===== config.mk =====
export PLATFORM = sky130hd
export DESIGN_NAME = hvw_top
export DESIGN_NICKNAME = d
export VERILOG_FILES = /design/src/hdl/hvw_dummy_never.sv /design/src/hdl/hvw_pkg.sv /design/src/hdl/hvw_filter.sv /design/src/hdl/hvw_top.sv
export SDC_FILE = /design/constraint.sdc
export NUM_CORES = 1
export LEC_CHECK = 0
export BUFFER_PORTS_ARGS = -buffer_cell sky130_fd_sc_hd__buf_2
export CAP_MARGIN = 20
export CORE_UTILIZATION = 40
export DETAILED_ROUTE_END_ITERATION = 10
export PLACE_DENSITY_LB_ADDON = 0.25
export SLEW_MARGIN = 25
export SYNTH_ARGS = -nofsm -noshare
export SYNTH_HDL_FRONTEND = slang
export SYNTH_SLANG_ARGS = --single-unit

===== constraint.sdc =====
create_clock -name clk_sys -period 4 [get_ports clk_sys]
set_clock_uncertainty 0.1 [all_clocks]
set_input_delay 0.6 -clock clk_sys [delete_from_list [all_inputs] [get_ports clk_sys]]
set_output_delay 0.6 -clock clk_sys [all_outputs]
set_load 0.01 [all_outputs]

===== src/hdl/hvw_dummy_never.sv =====
// holds no logic; the block is hvw_top with its hvw_filter


===== src/hdl/hvw_pkg.sv =====
// constants shared by the high-voltage wake input block
`default_nettype none

package hvw_pkg;

  // ------------------------------------------------------------------
  // timing
  // ------------------------------------------------------------------
  localparam int unsigned CLK_HZ = 10_000_000;
  localparam int unsigned WAKE_FILTER_TIME_US = 16;
  // least time, so round up to whole cycles, never below one
  localparam int unsigned WAKE_FILTER_CYC_RAW =
    (WAKE_FILTER_TIME_US * CLK_HZ + 999_999) / 1_000_000;
  localparam int unsigned WAKE_FILTER_CYC =
    (WAKE_FILTER_CYC_RAW < 1) ? 1 : WAKE_FILTER_CYC_RAW;
  localparam int unsigned FILT_CNT_W = 8;

  // ------------------------------------------------------------------
  // register map (byte addresses on the wishbone bus)
  // ------------------------------------------------------------------
  localparam int unsigned ADR_W = 4;
  localparam logic [3:0] OFS_HARDWARE_CONTROL_REG = 4'h0;
  localparam logic [3:0] OFS_LVL_STAT = 4'h4;
  localparam logic [3:0] OFS_WAKE_STAT1 = 4'h8;
  localparam logic [3:0] OFS_PUPD_CTRL = 4'hC;

  // ------------------------------------------------------------------
  // field positions and reset values
  // ------------------------------------------------------------------
  localparam int unsigned HWC_BUCK_SEL_BIT = 0;
  localparam int unsigned HWC_WAKE_EN_BIT = 1;
  localparam int unsigned HWC_CYCLIC_BIT = 2;
  localparam int unsigned HWC_W = 3;
  localparam logic [2:0] HWC_RST = 3'h0;
  localparam int unsigned LVL_BIT = 0;
  localparam int unsigned WU_FLAG_BIT = 0;
  localparam int unsigned PUPD_LOW_BIT = 0;
  localparam int unsigned PUPD_HIGH_BIT = 1;
  localparam logic [1:0] PUPD_RST = 2'h0;

  // ------------------------------------------------------------------
  // encodings
  // ------------------------------------------------------------------
  localparam logic [1:0] PUPD_NONE = 2'h0;
  localparam logic [1:0] PUPD_DOWN = 2'h1;
  localparam logic [1:0] PUPD_UP = 2'h2;
  localparam logic [1:0] PUPD_AUTO = 2'h3;

  localparam logic [1:0] MODE_NORMAL = 2'h0;
  localparam logic [1:0] MODE_STOP = 2'h1;
  localparam logic [1:0] MODE_SLEEP = 2'h2;
  localparam logic [1:0] MODE_FAILSAFE = 2'h3;

endpackage

`default_nettype wire


===== src/hdl/hvw_filter.sv =====
// pin synchroniser and wake deglitch filter
`timescale 1ns/100ps
`default_nettype none

module hvw_filter #(
  parameter int unsigned CNT_W = hvw_pkg::FILT_CNT_W,
  parameter int unsigned FILT_CYC = hvw_pkg::WAKE_FILTER_CYC
) (
  // clock and reset
  input wire logic clk_sys,
  input wire logic rstn,
  // pin side
  input wire logic pin_async,
  input wire logic active,
  // raw and filtered results
  output logic raw_level,
  output logic filt_level,
  output logic edge_pulse
);

  logic s1_r, s2_r, s3_r;
  logic raw_r;
  logic filt_r;
  logic edge_r;
  logic [CNT_W-1:0] cnt_r;
  logic [CNT_W-1:0] cnt_nxt;
  localparam logic [CNT_W-1:0] CNT_LAST = CNT_W'(FILT_CYC - 1);

  // a level counts once the second and third stages agree
  wire agree = (s2_r == s3_r);
  wire differs = agree && (s3_r != filt_r);
  wire counting = active && differs;
  wire done = counting && (cnt_r == CNT_LAST);
  assign cnt_nxt = (counting && !done) ? cnt_r + CNT_W'(1) : '0;

  // three-stage synchroniser; only s2 reads s1
  always_ff @(posedge clk_sys)
  begin
    s1_r <= pin_async;
    s2_r <= s1_r;
    s3_r <= s2_r;
  end

  // raw level skips the deglitch filter, used for buck steering
  always_ff @(posedge clk_sys)
  begin
    if (!rstn)
      raw_r <= 1'b0;
    else if (agree)
      raw_r <= s3_r;
  end

  // any disagreement or return to old level restarts the count
  always_ff @(posedge clk_sys)
  begin
    if (!rstn)
    begin
      cnt_r <= '0;
      filt_r <= 1'b0;
      edge_r <= 1'b0;
    end
    else
    begin
      cnt_r <= cnt_nxt;
      edge_r <= done;
      if (done)
        filt_r <= s3_r;
    end
  end

  assign raw_level = raw_r;
  assign filt_level = filt_r;
  assign edge_pulse = edge_r;
endmodule

`default_nettype wire


===== src/hdl/hvw_top.sv =====
// high-voltage wake input: edge events, buck steering, pin current sources
//
// Implementation choices: the Wishbone interface to the registers and the address map.
`timescale 1ns/100ps
`default_nettype none

module hvw_top (
  // clock and reset
  input wire logic clk_sys,
  input wire logic rstn,
  // wishbone slave
  input wire logic wb_cyc_i,
  input wire logic wb_stb_i,
  input wire logic wb_we_i,
  input wire logic [hvw_pkg::ADR_W-1:0] wb_adr_i,
  input wire logic [3:0] wb_sel_i,
  input wire logic [31:0] wb_dat_i,
  output logic [31:0] wb_dat_o,
  output logic wb_ack_o,
  // chip context
  input wire logic [1:0] power_mode,
  input wire logic cyclic_window,
  // pin comparator output, asynchronous
  input wire logic wake_pin_cmp,
  // event requests, one-cycle pulses
  output logic wake_irq_req,
  output logic wake_up_req,
  output logic restart_req,
  // buck converter steering
  output logic buck_pin_ctrl_active,
  output logic buck_pwm_sel,
  // pin current sources
  output logic pull_up_en,
  output logic pull_down_en
);

  // ------------------------------------------------------------------
  // registers and wires
  // ------------------------------------------------------------------
  logic [hvw_pkg::HWC_W-1:0] hardware_control_reg_r;
  logic [1:0] pin_current_source_ctrl_reg_r;
  logic pin_wake_source_flag_r;
  logic wake_pin_level_bit_r;
  logic wb_ack_r;
  logic [31:0] wb_dat_r;
  logic irq_r, wake_r, restart_r;
  logic buck_act_r, buck_pwm_r;
  logic pu_r, pd_r;
  logic raw_level;
  logic filt_level;
  logic pin_edge;

  // ------------------------------------------------------------------
  // control field decode
  // ------------------------------------------------------------------
  wire buck_mode_from_pin_select = hardware_control_reg_r[hvw_pkg::HWC_BUCK_SEL_BIT];
  wire wake_pin_capability_enable = hardware_control_reg_r[hvw_pkg::HWC_WAKE_EN_BIT];
  wire cyclic_sense_sel = hardware_control_reg_r[hvw_pkg::HWC_CYCLIC_BIT];
  wire current_select_bit_low = pin_current_source_ctrl_reg_r[hvw_pkg::PUPD_LOW_BIT];
  wire current_select_bit_high = pin_current_source_ctrl_reg_r[hvw_pkg::PUPD_HIGH_BIT];

  // power mode decode
  wire mode_normal = (power_mode == hvw_pkg::MODE_NORMAL);
  wire mode_stop = (power_mode == hvw_pkg::MODE_STOP);
  wire mode_sleep = (power_mode == hvw_pkg::MODE_SLEEP);
  wire mode_failsafe = (power_mode == hvw_pkg::MODE_FAILSAFE);
  wire mode_awake = mode_normal || mode_stop;

  // static sense watches always, cyclic only inside the window
  wire monitor_active = !cyclic_sense_sel || cyclic_window;

  // ------------------------------------------------------------------
  // synchroniser and deglitch filter
  // ------------------------------------------------------------------
  hvw_filter #(
    .CNT_W(hvw_pkg::FILT_CNT_W),
    .FILT_CYC(hvw_pkg::WAKE_FILTER_CYC)
  ) u_filter (
    .clk_sys(clk_sys),
    .rstn(rstn),
    .pin_async(wake_pin_cmp),
    .active(monitor_active),
    .raw_level(raw_level),
    .filt_level(filt_level),
    .edge_pulse(pin_edge)
  );

  // ------------------------------------------------------------------
  // wake event routing
  // ------------------------------------------------------------------
  // fail-safe ignores the enable bit: a stuck system must always restart
  wire ev_irq = pin_edge && wake_pin_capability_enable && mode_awake;
  wire ev_wake = pin_edge && wake_pin_capability_enable && mode_sleep;
  wire ev_restart = pin_edge && mode_failsafe;
  wire ev_flag = ev_irq || ev_wake || ev_restart;

  // request pulses, one cycle each
  always_ff @(posedge clk_sys)
  begin
    if (!rstn)
    begin
      irq_r <= 1'b0;
      wake_r <= 1'b0;
      restart_r <= 1'b0;
    end
    else
    begin
      irq_r <= ev_irq;
      wake_r <= ev_wake;
      restart_r <= ev_restart;
    end
  end

  // ------------------------------------------------------------------
  // wishbone decode
  // ------------------------------------------------------------------
  // one wait state: ack the cycle after the request, then drop it
  wire wb_req = wb_cyc_i && wb_stb_i && !wb_ack_r;
  wire wb_wr = wb_req && wb_we_i && wb_sel_i[0];
  wire hit_hwc = (wb_adr_i == hvw_pkg::OFS_HARDWARE_CONTROL_REG);
  wire hit_lvl = (wb_adr_i == hvw_pkg::OFS_LVL_STAT);
  wire hit_stat = (wb_adr_i == hvw_pkg::OFS_WAKE_STAT1);
  wire hit_pupd = (wb_adr_i == hvw_pkg::OFS_PUPD_CTRL);
  wire wr_hwc = wb_wr && hit_hwc;
  wire wr_pupd = wb_wr && hit_pupd;
  // write one to clear; a clear in the same cycle as a new event loses
  wire clr_flag = wb_wr && hit_stat && wb_dat_i[hvw_pkg::WU_FLAG_BIT];

  // read mux; unmapped offsets read as zero and are still acknowledged
  wire [31:0] rd_hwc = {{(32-hvw_pkg::HWC_W){1'b0}}, hardware_control_reg_r};
  wire [31:0] rd_lvl = {31'h0, wake_pin_level_bit_r};
  wire [31:0] rd_stat = {31'h0, pin_wake_source_flag_r};
  wire [31:0] rd_pupd = {30'h0, pin_current_source_ctrl_reg_r};
  wire [31:0] rd_mux = hit_hwc ? rd_hwc :
                       hit_lvl ? rd_lvl :
                       hit_stat ? rd_stat :
                       hit_pupd ? rd_pupd : 32'h0;

  // bus handshake and read data
  always_ff @(posedge clk_sys)
  begin
    if (!rstn)
    begin
      wb_ack_r <= 1'b0;
      wb_dat_r <= 32'h0;
    end
    else
    begin
      wb_ack_r <= wb_req;
      if (wb_req && !wb_we_i)
        wb_dat_r <= rd_mux;
    end
  end

  // ------------------------------------------------------------------
  // configuration registers
  // ------------------------------------------------------------------
  // only byte lane 0 carries fields, so only sel[0] matters
  always_ff @(posedge clk_sys)
  begin
    if (!rstn)
    begin
      hardware_control_reg_r <= hvw_pkg::HWC_RST;
      pin_current_source_ctrl_reg_r <= hvw_pkg::PUPD_RST;
    end
    else
    begin
      if (wr_hwc)
        hardware_control_reg_r <= wb_dat_i[hvw_pkg::HWC_W-1:0];
      if (wr_pupd)
        pin_current_source_ctrl_reg_r <= wb_dat_i[1:0];
    end
  end

  // ------------------------------------------------------------------
  // status registers
  // ------------------------------------------------------------------
  // sticky source flag; set wins over a simultaneous clear
  always_ff @(posedge clk_sys)
  begin
    if (!rstn)
      pin_wake_source_flag_r <= 1'b0;
    else if (ev_flag)
      pin_wake_source_flag_r <= 1'b1;
    else if (clr_flag)
      pin_wake_source_flag_r <= 1'b0;
  end

  // level is tracked only while awake; it holds its last value otherwise
  // and feeds no event logic at all
  always_ff @(posedge clk_sys)
  begin
    if (!rstn)
      wake_pin_level_bit_r <= 1'b0;
    else if (mode_awake)
      wake_pin_level_bit_r <= filt_level;
  end

  // ------------------------------------------------------------------
  // buck modulation steering
  // ------------------------------------------------------------------
  // the controller drives the pin cleanly here, so the filter is skipped
  wire buck_steer = buck_mode_from_pin_select && mode_stop;

  // outside steering the buck stays in PWM, the safe default for load
  always_ff @(posedge clk_sys)
  begin
    if (!rstn)
    begin
      buck_act_r <= 1'b0;
      buck_pwm_r <= 1'b1;
    end
    else
    begin
      buck_act_r <= buck_steer;
      if (buck_steer)
        buck_pwm_r <= raw_level;
      else
        buck_pwm_r <= 1'b1;
    end
  end

  // ------------------------------------------------------------------
  // pin current sources
  // ------------------------------------------------------------------
  // automatic mode follows the filtered level so a glitch cannot flip it
  wire sel_auto = current_select_bit_high && current_select_bit_low;
  wire pu_nxt = (current_select_bit_high && !current_select_bit_low) ||
                (sel_auto && filt_level);
  wire pd_nxt = (!current_select_bit_high && current_select_bit_low) ||
                (sel_auto && !filt_level);

  // never both on; the decode above keeps them exclusive
  always_ff @(posedge clk_sys)
  begin
    if (!rstn)
    begin
      pu_r <= 1'b0;
      pd_r <= 1'b0;
    end
    else
    begin
      pu_r <= pu_nxt;
      pd_r <= pd_nxt;
    end
  end

  // ------------------------------------------------------------------
  // outputs
  // ------------------------------------------------------------------
  assign wb_ack_o = wb_ack_r;
  assign wb_dat_o = wb_dat_r;
  assign wake_irq_req = irq_r;
  assign wake_up_req = wake_r;
  assign restart_req = restart_r;
  assign buck_pin_ctrl_active = buck_act_r;
  assign buck_pwm_sel = buck_pwm_r;
  assign pull_up_en = pu_r;
  assign pull_down_en = pd_r;
endmodule

`default_nettype wire


==> results of run 1 <==
## state kept, by name, summed over array words and instances (netlist names), 2 cells and up
register,count
wb_dat_o,3
u_filter.cnt_r,8
hardware_control_reg_r,3
pin_current_source_ctrl_reg_r,2
## cell usage in the layout (no fill, tap or decap), types with 3 or more instances in the layout
master / instances
mux2i_1: 6
nand2_1: 20
clkbuf_8: 6
conb_1: 29
a21oi_1: 8
nor3_1: 6
buf_2: 27
dfxtp_1: 32
nor3b_1: 3
nand4bb_1: 3
o21ai_0: 4
nand3_1: 5
nor2_1: 9
inv_1: 3
## kinds of logic (layout without fill, tap and decap cells)
kind of cell	count (synthesis)	in the layout
compound gates	21	21
fa+ha+maj	1	1
mux	7	7
flops	32	32
other cells	1	29
buf+inv	34	38
simple gates	64	64
xor+xnor	2	2
## cell type report
class                   instances  area share, %
multi-input cells             124           43.9
flip-flops and latches         32           38.5
repair buffers                 27           8.11
clock buffers                   8           5.41
well taps                      46           3.46
inverters                       3          0.676
## per-stage QoR
stage	std cells	power (W)	setup slack, ns
final	240	0.000614	2.29
after global routing	240	0.000640	2.22
after CTS	240	0.000621	2.31
after detailed placement	232	0.000371	2.19
after global placement	232	0.000371	2.23
after floorplan	190	0.000378	2.47
## worst reg2reg max path, cell delays in order, from the launching register on
cell      delay, ns
dfxtp_1        0.41
ha_1           0.31
nor4bb_1       0.37
nand4_1        0.14
a32o_1         0.28
## power by group through the flow
| stage | Sequential, W | Combinational (W) | Clock, W |
|---|---|---|---|
| 2_1_floorplan | 0.000332 | 0.0000462 | 0 |
| 3_3_place_gp | 0.000332 | 0.0000386 | 0 |
| 3_5_place_dp | 0.000332 | 0.0000392 | 0 |
| 4_1_cts | 0.000325 | 0.0000393 | 0.000257 |
| 5_1_grt | 0.000325 | 0.0000448 | 0.000269 |
| 6_report | 0.000325 | 0.0000396 | 0.000249 |
## worst min-delay path by stage
stage | start | to | slack (ns) | cells after the start
CTS | u_filter.s1_r | u_filter.s2_r | 0.23 | 0
finish | u_filter.s1_r | u_filter.s2_r | 0.23 | 0
global placement | u_filter.s1_r | u_filter.s2_r | 0.22 | 0
floorplan | u_filter.s1_r | u_filter.s2_r | 0.21 | 0
detailed placement | u_filter.s1_r | u_filter.s2_r | 0.21 | 0
global route | u_filter.s1_r | u_filter.s2_r | 0.24 | 0
## layer usage
| metal | vias up | track usage (%) | wire [um] |
|---|---|---|---|
| met5 | - | 0 | 0 |
| met4 | 0 | 7.95 | 42 |
| met3 | 5 | 5.07 | 187 |
| met2 | 43 | 23.9 | 1220 |
| met1 | 539 | 17.2 | 1230 |
| li1 | 578 | - | - |
==> flow_summary.toml, run 1 <==
[floorplanning]
die-area_mm2 = 0.00401
io_pins = 89
coreArea_mm2 = 0.00347
rows = 21
fp.dieW_um = 63.3
die_h_um = 63.3
start_util_pct = 43.3

[setup_path]
setup.worst_path.class = "reg -> reg"
crit_fanout = 6
reg2regPathDepth = 4
regToRegEndpoint = "u_filter.filt_level"
startpoint = "u_filter.cnt_r[0]"
worstPathCellList = "ha_1 > nor4bb_1 > nand4_1 > a32o_1"
reg2reg_from = "u_filter.cnt_r[0]"
cp_num_buf_inv = 0
cp_top_family = "simple AND/OR/NAND/NOR gates"
worst_path_max_delay_cell = "dfxtp_1"
slowest_delay_ns = 0.41
cp.arrival_ns = 1.78
startpoint_type = "register"
r2r_setup_slack_ns = 2.29
worst-path-stages = 4
cp-end-kind = "register"
required_ns = 4.07
crit_path_end = "u_filter.filt_level"

[timing]
worstMarginPinSlew_ns = 0.516
tns_ns = 0
max_freq_mhz = 585
relSlewSlack_pct = 65.3
min_period_ns = 1.71
rsz0062_at_grt = "false"
slew_violations = 0
hold_viol = 0
post-route-period-util_pct = 42.7
setup_violations = 0
timing.hold.ws_ns = 0.226

[clocking]
cts_root_buffer = "clkbuf_8"
clk_pin_slew_worst_paths_ns = 0.06
insertion_delay_ns = 0.28
cts.hold.buffers_added = 0
clkSinkCount = 32
ctsResizeCount = 0
post_cts_buffers = 0
tritoncts = "yes"
cts.path.max_buffers = 2
htreeDepth = 2
numCtsBuffers = 5

[yosys]
synthCells = 162
synth_flop_cell = "dfxtp_1"
synthDistinctLibCells = 39
synth_simple_gate_area_share_pct = 24.9
syn_avg_cell_area_um2 = 9.28
synth_commonest_cells = "dfxtp_1, buf_4, nand2_1, nor2_1, a21oi_1"
synth.mux.area_fraction_pct = 5.50
ys_ff_latch = 32
yosysSeqAreaShare_pct = 42.6
synth-compound-area-share_pct = 8.99
synth_area_leaders = "dfxtp_1, buf_4, nand2_1"
yosysMostFrequentCell = "dfxtp_1"
synthAdderAreaFrac_pct = 0.833
syn-cell-area_mm2 = 0.00150
synthXorXnorAreaFrac_pct = 1.17
async_reset_ff_share_pct = 0
synth_edf_count = 0
synth_top_family_by_area = "simple AND/OR/NAND/NOR gates"
yosys.area.top_type_share_pct = 42.6
synth_top_area_cell = "dfxtp_1"
yosys_warnings = 0

[pwr]
power_density_mw_per_mm2 = 368
p_int_w = 0.000474
p_sw_w = 0.000140
sequentialPowerShare_pct = 53.0
p_sw_share_pct = 22.7
ir_worst_vdd_mv = 0.268
combinationalPowerShare_pct = 6.5
power.leakage_nw = 0.663
clockPowerShare_pct = 40.6

[global_routing]
grt_overflow = 0
antenna_found_initial = 0
grt_max_degree = 18
grt_pass1_vias = 1040
grt_pass1_wl_um = 4580
grtUsageTotal_pct = 14.8

[place]
hpwl_um = 2030
place_congestion = 0.839
port_buffers = 27
place_area_mm2 = 0.00158

[layout]
design_area_mm2 = 0.00167
regArea_um2 = 641
fin_nets = 243
multi_input_area_um2 = 731
final_util_pct = 48.0
layout-drive-gt1-share_pct = 21.6
n_fill_cell = 341
diodes = 0
area_delta_synth_final_pct = 10.8

[detailed_routing]
drc = 0
ant_nets = 0
vias_per_cell = 4.85
num_vias = 1165
finalWirelength_um = 2680
initialDrtViolationCount = 29
firstDrtPassIters = 4
routedWlPerCell_um = 11.2

[job]
maxCapViolations = 0

[run_status]
status = "complete, no violations"

[hold_path]
worstHoldPathType = "reg -> reg"
Power figures use the tool's default switching activity.
==> run 2, diff against run 1 <==
clock period = 1.7 ns   (was 4 ns; I/O delays follow)
==> flow_summary.toml, run 2 (synthesis results as in run 1) <==
[run_status]
status = "complete, no violations"

[pwr]
p_sw_w = 0.000345
sequentialPowerShare_pct = 46.2
combinationalPowerShare_pct = 6.1
power.leakage_nw = 0.707
p_sw_share_pct = 20.9
p_int_w = 0.00131
power_density_mw_per_mm2 = 946
ir_worst_vdd_mv = 0.488
clockPowerShare_pct = 47.7

[timing]
max_freq_mhz = 640
rsz0062_at_grt = "false"
hold_viol = 0
post-route-period-util_pct = 91.9
min_period_ns = 1.56
timing.hold.ws_ns = 0.101
slew_violations = 0
setup_violations = 0
tns_ns = 0

[floorplanning]
io_pins = 89
rows = 21
fp.dieW_um = 63.3
start_util_pct = 43.3
die_h_um = 63.3
die-area_mm2 = 0.00401
coreArea_mm2 = 0.00347

[layout]
layout-drive-gt1-share_pct = 24.6
fin_nets = 248
diodes = 0
final_common_cell = "dfxtp_1"
final_cell_mix = "dfxtp_1, conb_1, buf_2"
n_fill_cell = 330
regMostFlops = "u_filter.cnt_r"
largest_reg_flops = 8
area_delta_synth_final_pct = 16.3
regArea_um2 = 641
final_util_pct = 50.4
multi_input_area_um2 = 737

[detailed_routing]
finalWirelength_um = 2810
num_vias = 1182
drc = 0
ant_nets = 0
initialDrtViolationCount = 53
routedWlPerCell_um = 11.4
vias_per_cell = 4.82
firstDrtPassIters = 4

[clocking]
clkSinkCount = 32
insertion_delay_ns = 0.28
htreeDepth = 2
cts_root_buffer = "clkbuf_8"
numCtsBuffers = 5
clk_pin_slew_worst_paths_ns = 0.07
cts.path.max_buffers = 2
post_cts_buffers = 0
tritoncts = "yes"

[global_routing]
grt_max_degree = 14
grt_pass1_wl_um = 4680
antenna_found_initial = 0
grt_pass1_vias = 1062
grt_overflow = 0
grtUsageTotal_pct = 15.3

[hold_path]
holdPathStages = 2
hold_start = "power_mode[0]"
worstHoldPathType = "in -> reg"
holdPathEnd = "wake_up_req"

[setup_path]
crit_fanout = 5
r2r_setup_slack_ns = 0.14
reg2regPathDepth = 4
setup.worst_path.class = "reg -> reg"
cp-end-kind = "register"
worstPathCellList = "ha_1 > nor4bb_2 > nand4_1 > a32o_1"
worst_path_max_delay_cell = "dfxtp_1"
required_ns = 1.77
regToRegEndpoint = "u_filter.filt_level"
reg2reg_from = "u_filter.cnt_r[1]"
cp.arrival_ns = 1.63
startpoint_type = "register"
slowest_delay_ns = 0.38

[place]
hpwl_um = 2200
place_congestion = 0.822
port_buffers = 27

[job]
maxCapViolations = 0
-- run 2: cell count changes in the layout (fill, tap and decap cells not counted) --
cell,change
buf_4,+4
clkbuf_1,-2
bufinv_16,+1
clkbuf_8,+1
dlygate4sd3_1,+1
nor4bb_1,-1
nor4bb_2,+1
-- run 2: layout make-up --
class                      count  area share (%)
tap                           46            3.29
timing repair buffer          32            10.0
multi-input combinational    124            42.2
clock inverter                 1            1.72
clock buffer                   7            5.51
inverter                       3           0.644
sequential                    32            36.6
-- run 2: metrics by stage --
| step | std cells | power, W | cell area [um2] | setup slack (ns) |
|---|---|---|---|---|
| floorplan | 190 | 0.000889 | 1610 | 0.226 |
| global placement | 236 | 0.000877 | 1610 | 0.112 |
| detailed placement | 236 | 0.000879 | 1610 | 0.0973 |
| CTS | 245 | 0.00167 | 1740 | 0.0671 |
| global route | 245 | 0.00173 | 1750 | 0.0268 |
| finish | 245 | 0.00165 | 1750 | 0.138 |
-- run 2: timing repair --
action                                  CTS  global route
hold buffers                              1             0
resized for setup                         0             1
hold endpoints to repair                  1             0
endpoints found under the setup margin    0             1
-- run 2: how the worst max path moves through the flow --
stage / slack, ns / endpoint / from
3_5_place_dp: 0.1 / u_filter.filt_level / u_filter.cnt_r[1]
6_report: 0.14 / u_filter.filt_level / u_filter.cnt_r[1]
5_1_grt: 0.03 / u_filter.filt_level / u_filter.cnt_r[1]
4_1_cts: 0.07 / u_filter.filt_level / u_filter.cnt_r[1]
3_3_place_gp: 0.11 / u_filter.filt_level / u_filter.cnt_r[1]
2_1_floorplan: 0.23 / u_filter.filt_level / u_filter.cnt_r[0]
-- run 2: power groups by stage --
stage | logic, W | registers (W) | clock network (W)
detailed placement | 0.0000988 | 0.000781 | 0
CTS | 0.000101 | 0.000764 | 0.000805
finish | 0.000101 | 0.000764 | 0.000788
floorplan | 0.000109 | 0.000780 | 0
global route | 0.000114 | 0.000764 | 0.000856
global placement | 0.0000968 | 0.000780 | 0
-- run 2: critical path: cells and delay by family (launching register included) --
family,cells,cell delay [ns]
AOI/OAI and AO/OA,1,0.27
adders and majority gates,1,0.26
DFF,1,0.38
and+or+nand+nor,2,0.43
-- run 2: metal layers --
metal / vias to the layer above / track usage, % / share of wire (%)
li1: 586 / - / -
met1: 544 / 17.7 / 43
met2: 47 / 26.2 / 49
met3: 5 / 3.99 / 6.1
met4: 0 / 6.82 / 1.6
met5: - / 0 / 0
==> run 3, diff against run 2 <==
SYNTH_HIERARCHICAL = 1   (was unset)
==> flow_summary.toml, run 3 <==
[yosys]
async_reset_ff_share_pct = 0
synth_flop_cell = "dfxtp_1"
yosys.area.top_type_share_pct = 43.0
synth_top_area_cell = "dfxtp_1"
syn_avg_cell_area_um2 = 9.32
synth_edf_count = 0
yosys_warnings = 6
synthDistinctLibCells = 40
synthCells = 160
yosysSeqAreaShare_pct = 43.0
yosysMostFrequentCell = "dfxtp_1"
synth_commonest_cells = "dfxtp_1, buf_4, nand2_1, nor2_1, a21oi_1"
ys_ff_latch = 32
synth_area_leaders = "dfxtp_1, buf_4, nand2_1"
syn-cell-area_mm2 = 0.00149

[place]
hpwl_um = 2030
place_area_mm2 = 0.00158
port_buffers = 27
place_congestion = 0.840
place_ws_ns = 0.246

[timing]
post-route-period-util_pct = 86.4
hold_viol = 0
rsz0062_at_grt = "false"
min_period_ns = 1.47
setup_violations = 0
tns_ns = 0
max_freq_mhz = 681
fin_ws_ns = 0.231
timing.hold.ws_ns = 0.0841
slew_violations = 0

[layout]
design_area_mm2 = 0.00167
largest_reg_flops = 8
final_common_cell = "dfxtp_1"
layout-drive-gt1-share_pct = 22.1
regMostFlops = "u_filter/cnt_r"
final_cell_mix = "dfxtp_1, conb_1, buf_2"
diodes = 0
area_delta_synth_final_pct = 12.0
fin_nets = 245

[hold_path]
hold_start = "power_mode[0]"
holdPathEnd = "wake_up_req"
holdPathStages = 2
worstHoldPathType = "in -> reg"

[setup_path]
reg2regPathDepth = 3
reg2reg_from = "u_filter/cnt_r[2]"
setup.worst_path.class = "reg -> reg"
startpoint_type = "register"
r2r_setup_slack_ns = 0.23
required_ns = 1.80
crit_fanout = 5
cp.arrival_ns = 1.57
regToRegEndpoint = "u_filter/cnt_r[7]"
cp-end-kind = "register"

[floorplanning]
rows = 21
fp.dieW_um = 63.1
die_h_um = 63.1
start_util_pct = 43.3
die-area_mm2 = 0.00398
io_pins = 89
coreArea_mm2 = 0.00344

[pwr]
clockPowerShare_pct = 38.1
combinationalPowerShare_pct = 7.1
power_density_mw_per_mm2 = 836
sequentialPowerShare_pct = 54.7
p_sw_w = 0.000329
p_sw_share_pct = 23.6
power.leakage_nw = 0.702
ir_worst_vdd_mv = 0.508
p_int_w = 0.00107

[clocking]
htreeDepth = 2
cts_root_buffer = "clkbuf_8"
ctsResizeCount = 0
clkSinkCount = 32
tritoncts = "yes"
cts.path.max_buffers = 2
clk_pin_slew_worst_paths_ns = 0.06
numCtsBuffers = 5
insertion_delay_ns = 0.28

[global_routing]
grt_overflow = 0
grt_pass1_vias = 1051
antenna_found_initial = 0
grtUsageTotal_pct = 14.8
grt_max_degree = 12
grt_pass1_wl_um = 4600

[detailed_routing]
vias_per_cell = 4.85
firstDrtPassIters = 4
routedWlPerCell_um = 11.1
drc = 0
ant_nets = 0
num_vias = 1170
initialDrtViolationCount = 24
finalWirelength_um = 2680

[run_status]
status = "complete, no violations"

[job]
maxCapViolations = 0
run 3: what timing repair did:
item                                    CTS  global route
setup buffers                             0             0
hold buffers                              1             0
endpoints found under the setup margin    0             0
endpoints found under the hold margin     1             0
run 3: how the worst max path moves through the flow:
stage | from | endpoint | slack, ns
6_report | u_filter/cnt_r[2] | u_filter/cnt_r[7] | 0.23
5_1_grt | u_filter/filt_level | u_filter/cnt_r[5] | 0.11
4_1_cts | u_filter/cnt_r[2] | u_filter/cnt_r[7] | 0.24
3_5_place_dp | u_filter/cnt_r[0] | u_filter/cnt_r[6] | 0.25
3_3_place_gp | u_filter/cnt_r[2] | u_filter/cnt_r[7] | 0.30
2_1_floorplan | u_filter/cnt_r[2] | u_filter/cnt_r[7] | 0.35
run 3: cell families after synthesis:
logic type | share of synthesized area [%]
XOR/XNOR | 1.76
AO/OA/AOI/OAI | 8.05
buffers and inverters | 15.9
other | 0.251
adder cells (fa/ha/maj) | 0.839
multiplexers | 5.79
flip-flops | 43.0
AND/OR/NAND/NOR | 24.5
run 3: critical path, stage by stage (launching register included):
cell,delay (ns)
dfxtp_1,0.41
nand3_2,0.16
or4_4,0.51
a211oi_2,0.22
run 3: per-layer routing:
metal | wire length (um) | up-vias | GRT usage (%)
met1 | 1180 | 542 | 17.8
met3 | 203 | 5 | 4.17
met5 | 0 | - | 0
li1 | - | 567 | -
met2 | 1250 | 56 | 23.8
met4 | 44 | 0 | 8.14
run 3: area by class of cell:
type	count	area (um2)
Fill cell	322	1770
Multi-Input combinational cell	122	719
Sequential cell	32	641
Timing Repair Buffer	30	160
Clock buffer	6	72.6
Tap cell	46	57.6
Inverter	4	15.0
Clock inverter	1	5.00
run 3: power groups by stage:
stage               Clock [W]  Combinational, W  Sequential, W
finish               0.000532         0.0000996       0.000764
global route         0.000590          0.000110       0.000764
CTS                  0.000549         0.0000983       0.000764
detailed placement          0         0.0000962       0.000781
global placement            0         0.0000940       0.000780
floorplan                   0          0.000107       0.000779
run 3: through the flow:
step / utilization [%] / total power, W / cells
5_1_grt: 48.5 / 0.00146 / 241
3_3_place_gp: 46.0 / 0.000874 / 233
2_1_floorplan: - / 0.000886 / 188
4_1_cts: 48.5 / 0.00141 / 241
6_report: 48.5 / 0.00140 / 241
3_5_place_dp: 46.0 / 0.000877 / 233
